[src/spae_pkg.sv]
// Package with register map, field layout and shared types of the audio port
package spae_pkg;

	// Register byte offsets
	localparam logic [3:0] ctl_off       = 4'h0;
	localparam logic [3:0] ctl2_off      = 4'h4;
	localparam logic [3:0] stat_off      = 4'h8;
	localparam logic [3:0] mask_off      = 4'hC;
	localparam logic [3:0] txd_off       = 4'h0 + 4'h0;

	// Second control register field positions
	localparam int sgn_ext_bit   = 15;
	localparam int frm_en_bit    = 12;
	localparam int ovf_en_bit    = 11;
	localparam int unr_en_bit    = 10;
	localparam int ign_ovf_bit   = 9;
	localparam int ign_unr_bit   = 8;
	localparam int aud_en_bit    = 7;
	localparam int mono_bit      = 3;
	localparam int mode_lo_bit   = 0;

	// Writable field mask and reset value of the second control register
	localparam logic [31:0] ctl2_mask  = 32'h0000_9F8B;
	localparam logic [31:0] ctl2_reset = 32'h0000_0000;
	localparam logic [31:0] ctl2_lock  = 32'h0000_008B;

	// First control register: bit 0 is the module on bit
	localparam int on_bit = 0;

	// Status bit positions
	localparam int st_frm_bit = 0;
	localparam int st_ovf_bit = 1;
	localparam int st_unr_bit = 2;
	localparam int st_rx_bit  = 3;
	localparam logic [3:0] stat_reset = 4'h0;

	// Audio framing modes
	typedef enum logic [1:0] {
		spae_i2s   = 2'b00,
		spae_left  = 2'b01,
		spae_right = 2'b10,
		spae_pcm   = 2'b11
	} spae_mode_t;

	// Decoded second control register
	typedef struct packed {
		logic       sign_ext;
		logic       frm_en;
		logic       ovf_en;
		logic       unr_en;
		logic       ign_ovf;
		logic       ign_unr;
		logic       aud_en;
		logic       mono;
		spae_mode_t mode;
	} spae_cfg_t;

	// Error events from the serial engine
	typedef struct packed {
		logic frame_error_flag;
		logic overflow_flag;
		logic underrun_flag;
	} spae_err_t;

endpackage

[src/spae_sync.sv]
// Two flip-flop synchroniser for pin inputs
`timescale 1ns/1ps
module spae_sync #(
	parameter int W = 1
) (
	// Clock and reset
	input  wire logic         mclk_in,
	input  wire logic         rst_in,
	// Asynchronous level in, synchronised level out
	input  wire logic [W-1:0] d_in,
	output logic      [W-1:0] q_out
);
	logic [W-1:0] meta;  // First stage, read by second stage only

	// Two stages to settle metastability
	always_ff @(posedge mclk_in or posedge rst_in) begin
		if (rst_in) begin
			meta  <= '0;
			q_out <= '0;
		end else begin
			meta  <= d_in;
			q_out <= meta;
		end
	end
endmodule

[src/spae_top.sv]
// Audio serial port with error control, Wishbone registers and link engine
`timescale 1ns/1ps
module spae_top #(
	parameter int WORD_W = 16
) (
	// Clock and reset
	input  wire logic        mclk_in,
	input  wire logic        rst_in,
	// Wishbone slave
	input  wire logic        wb_cyc_in,
	input  wire logic        wb_stb_in,
	input  wire logic        wb_we_in,
	input  wire logic [3:0]  wb_adr_in,
	input  wire logic [3:0]  wb_sel_in,
	input  wire logic [31:0] wb_dat_in,
	output logic      [31:0] wb_dat_out,
	output logic             wb_ack_out,
	output logic             wb_err_out,
	// Serial link, peer drives the bit clock and frame sync
	input  wire logic        sck_in,
	input  wire logic        frame_sync_in,
	input  wire logic        sdi_in,
	output logic             sdo_out,
	// Interrupt
	output logic             irq_out,
	// Port halted after a critical error
	output logic             halted_out
);
	// Register contents
	logic [31:0]         ctl;          // Bit 0 turns the port on
	logic [31:0]         ctl2;         // Second control register
	logic [3:0]          stat;         // Sticky event bits
	logic [3:0]          mask;         // Interrupt mask
	logic [WORD_W-1:0]   transmit_buffer;
	logic                tx_full;      // Transmit buffer holds a word
	logic [WORD_W-1:0]   rx_hold;      // Single word receive store
	logic                rx_full;
	logic                halted;

	// Link engine state
	logic [WORD_W-1:0]   tx_shift;
	logic [WORD_W-1:0]   rx_shift;
	logic [WORD_W-1:0]   mono_word;    // Word repeated on second channel
	logic [5:0]          bit_cnt;
	logic                sck_d;
	logic                fs_d;

	// Synchronised pins
	logic sck_s;
	logic fs_s;
	logic sdi_s;

	spae_sync #(
		.W(3)
	) u_sync (
		.mclk_in(mclk_in),
		.rst_in (rst_in),
		.d_in   ({sck_in, frame_sync_in, sdi_in}),
		.q_out  ({sck_s, fs_s, sdi_s})
	);

	// Decoded configuration
	spae_pkg::spae_cfg_t cfg;
	wire port_on = ctl[spae_pkg::on_bit];
	assign cfg.sign_ext = ctl2[spae_pkg::sgn_ext_bit];
	assign cfg.frm_en   = ctl2[spae_pkg::frm_en_bit];
	assign cfg.ovf_en   = ctl2[spae_pkg::ovf_en_bit];
	assign cfg.unr_en   = ctl2[spae_pkg::unr_en_bit];
	assign cfg.ign_ovf  = ctl2[spae_pkg::ign_ovf_bit];
	assign cfg.ign_unr  = ctl2[spae_pkg::ign_unr_bit];
	assign cfg.aud_en   = ctl2[spae_pkg::aud_en_bit];
	// Mono and mode only count in audio mode
	assign cfg.mono     = cfg.aud_en & ctl2[spae_pkg::mono_bit];
	assign cfg.mode     = cfg.aud_en ?
		spae_pkg::spae_mode_t'(ctl2[spae_pkg::mode_lo_bit +: 2]) :
		spae_pkg::spae_i2s;

	// Bus decode
	wire bus_req  = wb_cyc_in & wb_stb_in & ~wb_ack_out & ~wb_err_out;
	wire hit_ctl  = wb_adr_in == spae_pkg::ctl_off;
	wire hit_ctl2 = wb_adr_in == spae_pkg::ctl2_off;
	wire hit_stat = wb_adr_in == spae_pkg::stat_off;
	wire hit_mask = wb_adr_in == spae_pkg::mask_off;
	// Transmit word has no offset of its own; it rides on the ctl write
	wire mapped   = hit_ctl | hit_ctl2 | hit_stat | hit_mask;
	wire wr       = bus_req & wb_we_in & mapped;
	wire rd       = bus_req & ~wb_we_in & mapped;
	wire [31:0] bmask = {{8{wb_sel_in[3]}}, {8{wb_sel_in[2]}},
		{8{wb_sel_in[1]}}, {8{wb_sel_in[0]}}};

	// Writable bits of the second register; audio fields lock while on
	wire [31:0] ctl2_wmask = port_on ?
		(spae_pkg::ctl2_mask & ~spae_pkg::ctl2_lock) :
		spae_pkg::ctl2_mask;
	wire [31:0] ctl2_eff = ctl2_wmask & bmask;
	wire [31:0] next_ctl2 = (ctl2 & ~ctl2_eff) | (wb_dat_in & ctl2_eff);

	// Sign extension of received word on read; RX data lives at ctl offset
	wire [31:0] rx_word = cfg.sign_ext ?
		{{(32-WORD_W){rx_hold[WORD_W-1]}}, rx_hold} :
		{{(32-WORD_W){1'b0}}, rx_hold};

	// Read mux: upper half of ctl2 never stored, so it reads zero
	wire [31:0] rd_data =
		hit_ctl  ? {rx_word[31:1], port_on} :
		hit_ctl2 ? {16'h0000, ctl2[15:0]} :
		hit_stat ? {28'h000_0000, stat} :
		hit_mask ? {28'h000_0000, mask} : 32'h0000_0000;

	// Link edges
	wire sck_rise = sck_s & ~sck_d;
	wire sck_fall = ~sck_s & sck_d;
	wire fs_edge  = fs_s ^ fs_d;
	wire fs_rise  = fs_s & ~fs_d;
	// Audio framing starts on any sync change, PCM on the rising pulse
	wire frame_start = cfg.aud_en ?
		((cfg.mode == spae_pkg::spae_pcm) ? fs_rise : fs_edge) :
		fs_rise;
	// I2S delays data one bit after sync; the others start at once
	wire i2s_delay = cfg.aud_en & (cfg.mode == spae_pkg::spae_i2s);
	wire running   = port_on & ~halted;
	// Word completes on the rising edge that samples its last bit
	wire word_end  = running & sck_rise & ~frame_start
		& (bit_cnt == 6'(WORD_W - 1));
	wire [WORD_W-1:0] rx_next = {rx_shift[WORD_W-2:0], sdi_s};
	wire frm_err   = running & frame_start & (bit_cnt != 6'd0)
		& (bit_cnt != 6'(WORD_W));
	wire ovf_evt   = word_end & rx_full;
	// Slot that starts now, from the live sync level: low is right.
	// Using the slot just ended would repeat or drop the mono word.
	wire start_chan = cfg.aud_en & ~fs_s;
	wire need_tx   = running & frame_start & ~(cfg.mono & start_chan);
	wire unr_evt   = need_tx & ~tx_full;

	// Error events, gated per enable
	spae_pkg::spae_err_t err;
	assign err.frame_error_flag = frm_err & cfg.frm_en;
	assign err.overflow_flag    = ovf_evt & cfg.ovf_en;
	assign err.underrun_flag    = unr_evt & cfg.unr_en;

	// Critical errors halt the port unless ignored
	wire crit = (ovf_evt & ~cfg.ign_ovf) | (unr_evt & ~cfg.ign_unr);

	// Next transmit word: mono repeats, underrun sends zeros
	wire [WORD_W-1:0] tx_pick =
		(cfg.mono & start_chan) ? mono_word :
		tx_full ? transmit_buffer : '0;
	wire tx_write = wr & hit_ctl & wb_sel_in[1];

	// Bus answer, one cycle after request
	always_ff @(posedge mclk_in or posedge rst_in) begin
		if (rst_in) begin
			wb_ack_out <= 1'b0;
			wb_err_out <= 1'b0;
			wb_dat_out <= 32'h0000_0000;
		end else begin
			wb_ack_out <= bus_req & mapped;
			wb_err_out <= bus_req & ~mapped;
			wb_dat_out <= rd_data;
		end
	end

	// Control registers
	always_ff @(posedge mclk_in or posedge rst_in) begin
		if (rst_in) begin
			ctl  <= 32'h0000_0000;
			ctl2 <= spae_pkg::ctl2_reset;
			mask <= spae_pkg::stat_reset;
		end else begin
			if (wr & hit_ctl & wb_sel_in[0])
				ctl[spae_pkg::on_bit] <= wb_dat_in[spae_pkg::on_bit];
			if (wr & hit_ctl2)
				ctl2 <= next_ctl2;
			if (wr & hit_mask & wb_sel_in[0])
				mask <= wb_dat_in[3:0];
		end
	end

	// Sticky status, read clears, a new event wins over the clear
	wire [3:0] evt = {word_end, err.underrun_flag, err.overflow_flag,
		err.frame_error_flag};
	always_ff @(posedge mclk_in or posedge rst_in) begin
		if (rst_in) begin
			stat <= spae_pkg::stat_reset;
		end else begin
			stat <= ((rd & hit_stat) ? 4'h0 : stat) | evt;
		end
	end
	assign irq_out = |(stat & mask);

	// Transmit buffer loaded from the ctl word upper half on a ctl write with byte lane 1 enabled
	always_ff @(posedge mclk_in or posedge rst_in) begin
		if (rst_in) begin
			transmit_buffer <= '0;
			tx_full         <= 1'b0;
		end else if (tx_write) begin
			transmit_buffer <= wb_dat_in[16 +: WORD_W];
			tx_full         <= 1'b1;
		end else if (need_tx) begin
			tx_full <= 1'b0;
		end
	end

	// Receive store; ignored overflow keeps the old word
	always_ff @(posedge mclk_in or posedge rst_in) begin
		if (rst_in) begin
			rx_hold <= '0;
			rx_full <= 1'b0;
		end else if (word_end & ~rx_full) begin
			rx_hold <= rx_next;
			rx_full <= 1'b1;
		end else if (rd & hit_ctl) begin
			rx_full <= 1'b0;
		end
	end

	// Halt on critical error, released by turning the port off
	always_ff @(posedge mclk_in or posedge rst_in) begin
		if (rst_in) begin
			halted <= 1'b0;
		end else if (~port_on) begin
			halted <= 1'b0;
		end else if (crit) begin
			halted <= 1'b1;
		end
	end
	assign halted_out = halted;

	// Shift engine: load on frame start, shift out on fall, in on rise
	always_ff @(posedge mclk_in or posedge rst_in) begin
		if (rst_in) begin
			sck_d     <= 1'b0;
			fs_d      <= 1'b0;
			bit_cnt   <= 6'd0;
			tx_shift  <= '0;
			rx_shift  <= '0;
			mono_word <= '0;
			sdo_out   <= 1'b0;
		end else begin
			sck_d <= sck_s;
			fs_d  <= fs_s;
			if (!running) begin
				bit_cnt <= 6'd0;
				sdo_out <= 1'b0;
			end else if (frame_start) begin
				// Without the delay bit the first bit leaves at once,
				// so the shifter keeps only the bits still to go
				tx_shift  <= i2s_delay ? tx_pick :
					{tx_pick[WORD_W-2:0], 1'b0};
				mono_word <= tx_pick;
				bit_cnt   <= i2s_delay ? 6'd63 : 6'd0;
				if (!i2s_delay)
					sdo_out <= tx_pick[WORD_W-1];
			end else if (sck_rise && bit_cnt != 6'(WORD_W)) begin
				if (bit_cnt != 6'd63)
					rx_shift <= rx_next;
				bit_cnt <= bit_cnt + 6'd1;
			end else if (sck_fall && bit_cnt != 6'd63 &&
				bit_cnt != 6'(WORD_W)) begin
				sdo_out  <= tx_shift[WORD_W-1];
				tx_shift <= {tx_shift[WORD_W-2:0], 1'b0};
			end
		end
	end
endmodule
[config.mk]
export PLATFORM = sky130hd
export DESIGN_NAME = spae_top
export DESIGN_NICKNAME = d
export VERILOG_FILES = /design/src/spae_pkg.sv /design/src/spae_sync.sv /design/src/spae_top.sv
export SDC_FILE = /design/constraint.sdc
export NUM_CORES = 1
export LEC_CHECK = 0
export ABC_AREA = 1
export BUFFER_PORTS_ARGS = -buffer_cell sky130_fd_sc_hd__buf_2
export CAP_MARGIN = 20
export CORE_ASPECT_RATIO = 0.7
export CORE_MARGIN = 5
export CORE_UTILIZATION = 57
export CTS_CLUSTER_DIAMETER = 30
export DETAILED_ROUTE_END_ITERATION = 6
export GPL_ROUTABILITY_DRIVEN = 1
export PLACE_DENSITY = 0.88
export SETUP_SLACK_MARGIN = 0.4
export SLEW_MARGIN = 20
export SYNTH_ARGS = -nofsm -noshare
export SYNTH_HDL_FRONTEND = slang
export SYNTH_SLANG_ARGS = --single-unit
export TNS_END_PERCENT = 100
[constraint.sdc]
create_clock -name mclk_in -period 5.75 [get_ports mclk_in]
set_input_delay 1.15 -clock mclk_in [delete_from_list [all_inputs] [get_ports mclk_in]]
set_output_delay 1.15 -clock mclk_in [all_outputs]
set_load 0.02 [all_outputs]
==> impl_metrics.yaml, run 1 <==
logic_synthesis:
  syn-mean-instance-area_um2: 8.70
  synth_fp_nets: 754
  synth_fa_ha_area_share_pct: 0.614
  synth_top_family_by_area: "simple AND/OR/NAND/NOR gates"
  synth-compound-area-share_pct: 11.3
  synth-seq-cells: 134
  synthesis.area_um2: 6110
  synth_xor_area_share_pct: 0.143
  ys.flop_type: "dfrtp_1"
  synthSimpleGateAreaFrac_pct: 22.9
  ys_types: 34
  muxShareOfSynthArea_pct: 0
  synthCells: 703
  synth_warnings: 0
  synth-edff-count: 0
  synthArstFlopShare_pct: 100
  synth-seq-area-share_pct: 54.8
global_route:
  grt_max_degree: 69
  track_usage_pct: 22.8
  met2_usage_pct: 34.2
  grt.overflow.total: 0
  grt_pass1_wl_um: 23700
  first_global_vias: 4723
  busiest_layer: "met2"
  use_met3_pct: 6.85
  antenna_found_initial: 0
  met1_usage_pct: 31.6
floorplan:
  ioPinCount: 85
  die_h_um: 96.7
  rows: 31
  initial_core_util_pct: 58.8
  die_x_um: 134
  die-area_um2: 12900
  core_area_um2: 10400
worst_setup_path:
  crit_cells: 6
  crit_slowest_cell: "nand3_2"
  endpoint_kind: "register"
  rr_worst_depth: 8
  rrSetupSlack_ns: 3.21
  start_kind: "input pin"
  arrival_ns: 3.16
  path_cells: "buf_2 > nor2_2 > nand3_1 > inv_1 > nand3_2 > o21ai_0"
  worstPathRequired_ns: 6.06
  critPathBufInv: 2
  worstPathMaxFanout: 33
  cpLargestDelayFamily: "simple AND/OR/NAND/NOR gates"
  worst_path_largest_cell_delay_ns: 0.49
  critical_path_class: "in -> reg"
finish:
  stdcell_count: 904
  drive_gt1_share_pct: 19.9
  finalInstanceArea_um2: 7060
  layout.nets: 810
  layout_commonest_cell: "nand2_1"
  antenna_cells: 0
  syn2layout_area_growth_pct: 15.5
  fillers: 733
  final_cell_mix: "nand2_1, dfrtp_1, inv_1"
routing:
  dr.pass1.iters: 6
  vias: 5029
  drtAntennaViolNets: 0
  drc: 0
  drt_iter0_markers: 586
  wl_per_cell_um: 15.8
  finalWirelength_um: 14200
  drt-vias-per-instance: 5.56
clock_tree:
  cts_resized: 0
  postCtsSetupBuffers: 0
  numClockSinks: 134
  cts_made_buffers: 17
  cts_tree: "done"
  clock_path_buffers: 2
  clk_latency_ns: 0.42
  htree_levels: 4
  clockRootBuffer: "clkbuf_16"
  clk_pin_slew_ns: 0.06
  ctsHoldBuffers: 0
timing:
  finalHoldViolations: 0
  final_max_slew_viol_count: 0
  finalWorstSetupSlack_ns: 2.90
  fmax_ghz: 0.351
  rsz0062_at_grt: "false"
  setup_violations: 0
  slew_headroom_pct: 44.3
  post-route-min-period_ns: 2.85
  fin_crit_sh_pct: 49.6
  setup-tns-final_ns: 0
  skew_ns: 0.00827
  tightest_slew_ns: 0.836
placed_design:
  post-place-ws_ns: 2.52
  gp_congestion: 0.834
  io_buffers: 77
  dpl-instance-area_um2: 6410
  hpwl_um: 9110
  place_inst: 872
pwr:
  power_density_nw_per_um2: 321
  irDropWorstVdd_uv: 232
  power_frac_seq_pct: 43.3
  sw_frac_of_total_pct: 22.2
  power.internal_uw: 1760
  p_clk_share_pct: 52.4
  p_leak_uw: 0.00362
  pwr-share-comb_pct: 4.4
  p_switching_uw: 502
hold_path:
  hp-class: "reg -> reg"
  whs_path_depth: 0
status:
  status: "complete, no violations"
job:
  drv_cap: 0
-- per-stage QoR --
step                      util [%]  hold WS (ns)  power (uW)
after detailed placement      61.6         0.335        1090
after global placement        61.6         0.336        1090
final                         68.0         0.347        2270
after CTS                     67.9         0.347        2270
after global routing          68.0         0.356        2330
after floorplan                  -         0.331        1060
-- registers in the layout, summed over array words and instances, names as in the netlist, 3 cells and up, named ones only --
| name | cells |
|---|---|
| wb_dat_out | 17 |
| mono_word | 16 |
| transmit_buffer | 16 |
| tx_shift | 16 |
| rx_hold | 15 |
| rx_shift | 15 |
| bit_cnt | 6 |
| mask | 4 |
| stat | 4 |
| u_sync.meta | 3 |
| u_sync.q_out | 3 |
-- power by group through the flow --
| stage | sequential [uW] | combinational [uW] | clock [uW] |
|---|---|---|---|
| after floorplan | 990 | 66.0 | 0 |
| after global placement | 995 | 93.3 | 0 |
| after detailed placement | 996 | 97.4 | 0 |
| after CTS | 980 | 98.8 | 1190 |
| after global routing | 983 | 111 | 1240 |
| final | 980 | 98.6 | 1190 |
-- cells by family after synthesis --
logic type / count (synthesis)
AO/OA/AOI/OAI: 125
XOR/XNOR: 1
adder cells (fa/ha/maj): 3
buffers and inverters: 136
flip-flops: 134
AND/OR/NAND/NOR: 304
-- worst reg2reg max path: stages, from the launching register on --
cell and delay [ns]:
dfrtp_1 0.41, ha_1 0.30, nand3_2 0.19, a21oi_4 0.31
nand2_2 0.09, nor2_2 0.59, inv_2 0.28, nand2_1 0.18
o21ai_2 0.08
-- cell type report --
type	count	area, um^2	area share, %
well taps	132	165	2.34
repair buffers	78	393	5.56
clock inverters	15	226	3.21
inverters	95	359	5.08
flip-flops and latches	134	3350	47.5
multi-input cells	433	2140	30.3
clock buffers	17	425	6.02
-- cell usage after synthesis (3+ instances only) --
library cell | instances | area [um^2]
nand2_1 | 183 | 687
dfrtp_1 | 134 | 3350
inv_1 | 91 | 342
o21ai_0 | 82 | 410
nand3_1 | 63 | 315
nor2_1 | 24 | 90.1
buf_4 | 18 | 135
o21ai_1 | 14 | 70.1
buf_2 | 13 | 65.1
a21oi_1 | 12 | 60.1
o21ai_2 | 11 | 96.3
nand2_2 | 6 | 37.5
nand4_1 | 6 | 37.5
clkbuf_1 | 5 | 18.8
buf_6 | 4 | 45.0
inv_2 | 4 | 15.0
nand3_2 | 4 | 40.0
ha_1 | 3 | 37.5
nand2_4 | 3 | 33.8
nor2_2 | 3 | 18.8
nor2_4 | 3 | 33.8
-- layer usage --
metal	wire length, um	up-vias
met2	6660	259
met5	0	-
met4	339	0
li1	-	2345
met3	1200	41
met1	6040	2384
-- path summary, 6_finish.rpt --
check / from / to
worst max-delay path: wb_adr_in[1] / transmit_buffer[7]$_DFFE_PP0P_
worst min-delay path: u_sync.meta[0]$_DFF_PP0_ / u_sync.q_out[0]$_DFF_PP0_
worst max register to register: u_sync.q_out[1]$_DFF_PP0_ / rx_hold[3]$_DFFE_PP0P_
worst min register to register: u_sync.meta[0]$_DFF_PP0_ / u_sync.q_out[0]$_DFF_PP0_
max in group asynchronous: rst_in / rx_shift[12]$_DFFE_PP0P_
min in group asynchronous: rst_in / u_sync.q_out[1]$_DFF_PP0_
No activity file was read; power rests on OpenSTA's default activity.
==> run 2: changes to the inputs <==
--- a/config.mk
+++ b/config.mk
@@ -5,16 +5,16 @@
 export SDC_FILE = /design/constraint.sdc
 export NUM_CORES = 1
 export LEC_CHECK = 0
-export ABC_AREA = 1
+export ABC_AREA = 0
 export BUFFER_PORTS_ARGS = -buffer_cell sky130_fd_sc_hd__buf_2
 export CAP_MARGIN = 20
 export CORE_ASPECT_RATIO = 0.7
 export CORE_MARGIN = 5
-export CORE_UTILIZATION = 57
+export CORE_UTILIZATION = 52
 export CTS_CLUSTER_DIAMETER = 30
 export DETAILED_ROUTE_END_ITERATION = 6
 export GPL_ROUTABILITY_DRIVEN = 1
-export PLACE_DENSITY = 0.88
+export PLACE_DENSITY = 0.85
 export SETUP_SLACK_MARGIN = 0.4
 export SLEW_MARGIN = 20
 export SYNTH_ARGS = -nofsm -noshare
==> constraint.sdc (replaced) <==
create_clock -name mclk_in -period 2.3 [get_ports mclk_in]
set_input_delay 0.46 -clock mclk_in [delete_from_list [all_inputs] [get_ports mclk_in]]
set_output_delay 0.46 -clock mclk_in [all_outputs]
set_load 0.02 [all_outputs]
==> impl_metrics.yaml, run 2 <==
routing:
  drt_iter0_markers: 635
  vias: 4716
  drtAntennaViolNets: 0
  wl_per_cell_um: 22.1
  finalWirelength_um: 16400
  drt-vias-per-instance: 6.34
  dr.pass1.iters: 5
  drc: 0
logic_synthesis:
  synthesis.area_um2: 6270
  ys_types: 56
  synth_top_area_cell: "dfrtp_1"
  synth_most_common_cell: "dfrtp_1"
  synth-seq-area-share_pct: 53.5
  synth-seq-cells: 134
  synth_top_cell_area_share_pct: 53.5
  syn-mean-instance-area_um2: 13.3
  synth-edff-count: 0
  ys.flop_type: "dfrtp_1"
  synthCells: 473
  synth_fp_nets: 524
  synth_area_leaders: "dfrtp_1, mux2_2, mux2_4"
  synthArstFlopShare_pct: 100
  synth_warnings: 0
  synth_common_cells: "dfrtp_1, mux2_2, and2_1"
global_route:
  busiest_layer: "met2"
  track_usage_pct: 22.9
  met1_usage_pct: 29.6
  antenna_found_initial: 0
  use_met3_pct: 5.43
  met2_usage_pct: 37.1
  first_global_vias: 4814
  grt_max_degree: 50
  grt.overflow.total: 0
  grt_pass1_wl_um: 25600
status:
  status: "complete, no violations"
finish:
  syn2layout_area_growth_pct: 24.5
  layout.nets: 625
  layout_commonest_cell: "dfrtp_1"
  fillers: 737
  regMostFlops: "wb_dat_out"
  final_core_util_pct: 66.3
  finalInstanceArea_um2: 7800
  largest_reg_flops: 17
  drive_gt1_share_pct: 47.9
  final_cell_mix: "dfrtp_1, buf_2, mux2_2"
  antenna_cells: 0
timing:
  fin_crit_sh_pct: 86.1
  setup_violations: 0
  finalHoldViolations: 0
  final_max_slew_viol_count: 0
  skew_ns: 0.00776
  slew_headroom_pct: 51.9
  fmax_ghz: 0.505
  holdWs_ns: 0.152
  setup-tns-final_ns: 0
  rsz0062_at_grt: "true"
  tightest_slew_ns: 0.720
  post-route-min-period_ns: 1.98
placed_design:
  dpl-instance-area_um2: 6840
  io_buffers: 77
  hpwl_um: 9470
  gp_congestion: 0.904
worst_setup_path:
  start_kind: "register"
  arrival_ns: 2.30
  critical_path_class: "reg -> reg"
  crit_slowest_cell: "or4b_4"
  cpLargestDelayFamily: "simple AND/OR/NAND/NOR gates"
  path_cells: "ha_4 > or4b_4 > nor2_4 > buf_6 > a222oi_1 > a31oi_1"
  rrSetupSlack_ns: 0.32
  worst_path_largest_cell_delay_ns: 0.54
  worstPathRequired_ns: 2.62
  endpoint_kind: "register"
  worstPathMaxFanout: 7
  critPathBufInv: 1
clock_tree:
  clk_latency_ns: 0.42
  ctsHoldBuffers: 0
  cts_tree: "done"
  cts_made_buffers: 17
  clock_path_buffers: 2
  numClockSinks: 134
  clockRootBuffer: "clkbuf_16"
  clk_pin_slew_ns: 0.06
  htree_levels: 4
pwr:
  irDropWorstVdd_uv: 724
  power_density_nw_per_um2: 725
  p_leak_uw: 0.00391
floorplan:
  die_h_um: 102
  initial_core_util_pct: 53.3
  core_area_um2: 11800
  ioPinCount: 85
  die_x_um: 141
  die-area_um2: 14400
  rows: 33
hold_path:
  hp-class: "in -> reg"
job:
  drv_cap: 0
## run 2: cell types whose count changed after synthesis, moves of 15 or more
cell	delta
a221oi_1	+15
a31oi_1	+17
and2_1	+25
inv_1	-81
mux2_2	+80
nand2_1	-160
nand3_1	-61
nor2_1	-16
o21ai_0	-78
## run 2: cell families (layout without fill, tap and decap cells)
group                      count (synthesis)  after routing  share of synthesized area, %
muxes                                    101            103                          19.3
buffers and inverters                     49            161                          4.53
and+or+nand+nor                           98             98                          10.6
AOI/OAI and AO/OA                         87             87                          11.4
xor gates and xnor gates                   1              1                         0.140
adders and majority gates                  3              3                         0.599
DFF                                      134            134                          53.5
## run 2: area by class of cell
type	count	area (um^2)	share of cell area, %
multi-input combinational	292	2810	36.1
tap	157	196	2.52
timing repair buffer	119	820	10.5
sequential	134	3360	43.0
clock inverter	12	130	1.67
clock buffer	20	447	5.72
inverter	10	41.3	0.529
## run 2: metal layers
metal	vias to the layer above	part of all wire [%]
li1	1986	-
met1	2389	39
met2	292	50
met3	49	8.2
met4	0	3.1
met5	-	0
## run 2: power by group
part	total [uW]	switching (uW)	internal (uW)
clock network	2670	1050	1620
logic	444	238	206
registers	2550	84.4	2460
total	5660	1370	4290
## run 2: worst paths after layout
path                                                       end  cells past startpoint                       from
worst min-delay path                  u_sync.meta[1]$_DFF_PP0_                      1              frame_sync_in
worst min register to register       u_sync.q_out[0]$_DFF_PP0_                      0   u_sync.meta[0]$_DFF_PP0_
min in group asynchronous       transmit_buffer[1]$_DFFE_PP0P_                      2                     rst_in
worst max register to register         tx_shift[2]$_DFFE_PP0P_                      6  u_sync.q_out[1]$_DFF_PP0_
max in group asynchronous               bit_cnt[5]$_DFFE_PP0P_                      3                     rst_in
worst max-delay path                   tx_shift[2]$_DFFE_PP0P_                      6  u_sync.q_out[1]$_DFF_PP0_
## run 2: metrics by stage
stage          power [uW]  instances  setup WS [ns]
2_1_floorplan        2830        473          0.175
3_3_place_gp         2940        687          0.229
3_5_place_dp         2970        687          0.143
4_1_cts              5630        735          0.331
5_1_grt              5840        744          0.268
6_report             5660        744          0.321
## run 2: worst register-to-register path: cells and delay by family, from the launching register on
kind / cells / cell delay [ns]
simple gates: 2 / 0.70
flops: 1 / 0.43
compound gates: 2 / 0.35
fa+ha+maj: 1 / 0.25
buf+inv: 1 / 0.16
## run 2: what timing repair did
item | 4_1_cts | 5_1_grt
gates cloned | 3 | 0
endpoints found under the setup margin | 62 | 79
pin swaps | 17 | 24
resized for setup | 13 | 21
buffers inserted | 13 | 9
==> run 3: changes to the inputs <==
--- a/config.mk
+++ b/config.mk
@@ -10,11 +10,12 @@
 export CAP_MARGIN = 20
 export CORE_ASPECT_RATIO = 0.7
 export CORE_MARGIN = 5
-export CORE_UTILIZATION = 52
+export CORE_UTILIZATION = 54
+export CTS_BUF_LIST = sky130_fd_sc_hd__clkbuf_8
 export CTS_CLUSTER_DIAMETER = 30
 export DETAILED_ROUTE_END_ITERATION = 6
 export GPL_ROUTABILITY_DRIVEN = 1
-export PLACE_DENSITY = 0.85
+export PLACE_DENSITY = 0.88
 export SETUP_SLACK_MARGIN = 0.4
 export SLEW_MARGIN = 20
 export SYNTH_ARGS = -nofsm -noshare
==> impl_metrics.yaml, run 3 (synthesis gave the netlist of run 2 again) <==
status:
  status: "finished with violations"
  failed_checks: "design-rule violations"
finish:
  layout_commonest_cell: "dfrtp_1"
  layout.nets: 632
  largest_reg_flops: 17
  regMostFlops: "wb_dat_out"
  syn2layout_area_growth_pct: 23.7
  multi_input_area_um2: 2880
  antenna_cells: 0
  drive_gt1_share_pct: 50.0
  seqCellArea_um2: 3360
  final_core_util_pct: 69.4
  final_cell_mix: "dfrtp_1, buf_2, mux2_2"
  fillers: 664
routing:
  drt-vias-per-instance: 6.61
  finalWirelength_um: 17900
  dr.pass1.iters: 7
  drt_iter0_markers: 861
  drc: 7
  wl_per_cell_um: 23.9
  vias: 4935
  drtAntennaViolNets: 0
worst_setup_path:
  critical_path_class: "reg -> reg"
  start_kind: "register"
  worstPathRequired_ns: 2.62
  endpoint_kind: "register"
  crit_slowest_cell: "or4b_4"
  arrival_ns: 2.38
  critPathBufInv: 0
  worst_path_largest_cell_delay_ns: 0.56
  worstPathMaxFanout: 4
  path_cells: "ha_4 > or4b_4 > o211a_4 > a32o_2 > a32o_1"
  cpLargestDelayFamily: "compound AO/OA/AOI/OAI gates"
placed_design:
  post-place-ws_ns: 0.141
  io_buffers: 77
  gp_congestion: 0.810
  hpwl_um: 9450
timing:
  post-route-min-period_ns: 2.07
  fmax_ghz: 0.484
  tightest_slew_ns: 0.720
  slew_headroom_pct: 52.0
  fin_crit_sh_pct: 89.8
  finalWorstSetupSlack_ns: 0.235
  holdWs_ns: 0.119
  final_max_slew_viol_count: 0
  setup-tns-final_ns: 0
  rsz0062_at_grt: "true"
  skew_ns: 0.0256
  setup_violations: 0
  finalHoldViolations: 0
global_route:
  grt_pass1_wl_um: 24600
  track_usage_pct: 22.1
  antenna_found_initial: 0
  grt.overflow.total: 0
  grt_max_degree: 135
  first_global_vias: 4744
clock_tree:
  cts_made_buffers: 17
  clock_path_buffers: 2
  numClockSinks: 134
  ctsHoldBuffers: 0
  clockRootBuffer: "clkbuf_8"
  clk_latency_ns: 0.45
  clk_pin_slew_ns: 0.08
  cts_tree: "done"
  htree_levels: 4
pwr:
  p_leak_uw: 0.00394
  power_frac_seq_pct: 50.5
  power.internal_uw: 3710
  p_switching_uw: 1340
  sw_frac_of_total_pct: 26.5
  power_density_nw_per_um2: 650
  irDropWorstVdd_uv: 567
  p_clk_share_pct: 40.2
  pwr-share-comb_pct: 9.3
floorplan:
  core_area_um2: 11200
  ioPinCount: 85
  initial_core_util_pct: 56.1
  die_x_um: 139
  rows: 32
  die_h_um: 100
  die-area_um2: 13900
hold_path:
  hp-class: "in -> reg"
job:
  drv_cap: 0
[run 3: final timing paths]
path / cells past startpoint / slack, ns / start / endpoint
setup / recovery: 5 / 0.23 / u_sync.q_out[1]$_DFF_PP0_ / sdo_out$_DFFE_PP0P_
hold / removal: 1 / 0.12 / frame_sync_in / u_sync.meta[1]$_DFF_PP0_
setup reg to reg: 5 / 0.23 / u_sync.q_out[1]$_DFF_PP0_ / sdo_out$_DFFE_PP0P_
hold reg to reg: 0 / 0.35 / u_sync.meta[0]$_DFF_PP0_ / u_sync.q_out[0]$_DFF_PP0_
max in group asynchronous: 3 / 1.52 / rst_in / async pin
min in group asynchronous: 3 / 0.20 / rst_in / transmit_buffer[13]$_DFFE_PP0P_
[run 3: power groups by stage]
stage               logic (uW)  clock network, uW  registers, uW
floorplan                  279                  0           2550
global placement           363                  0           2570
detailed placement         386                  0           2580
CTS                        401               2010           2530
global route               502               2150           2550
finish                     470               2030           2550
[run 3: repair_timing]
action,in CTS,in global routing
setup endpoints to repair,65,84
cloned,2,1
resized for setup,12,41
setup buffers,11,19
pin swaps,5,35
[run 3: cell type report]
cell class,count,share of cell area [%]
clock buffers,19,3.37
clock inverters,13,1.87
inverters,10,0.581
multi-input cells,292,37.1
flip-flops and latches,134,43.3
well taps,153,2.47
repair buffers,126,11.3
[run 3: per-stage QoR]
stage          instance area (um^2)  power, uW  cells
2_1_floorplan                  6350       2830    473
3_3_place_gp                   6820       2930    682
3_5_place_dp                   6820       2960    682
4_1_cts                        7420       4940    727
5_1_grt                        7760       5210    747
6_report                       7760       5040    747
[run 3: metal layers]
metal,global-route usage [%],vias to the layer above,part of all wire [%]
met4,7.29,0,4.4
met1,29.2,2442,39
li1,-,1994,-
met3,6.67,87,10
met5,0,-,0
met2,35.4,412,47
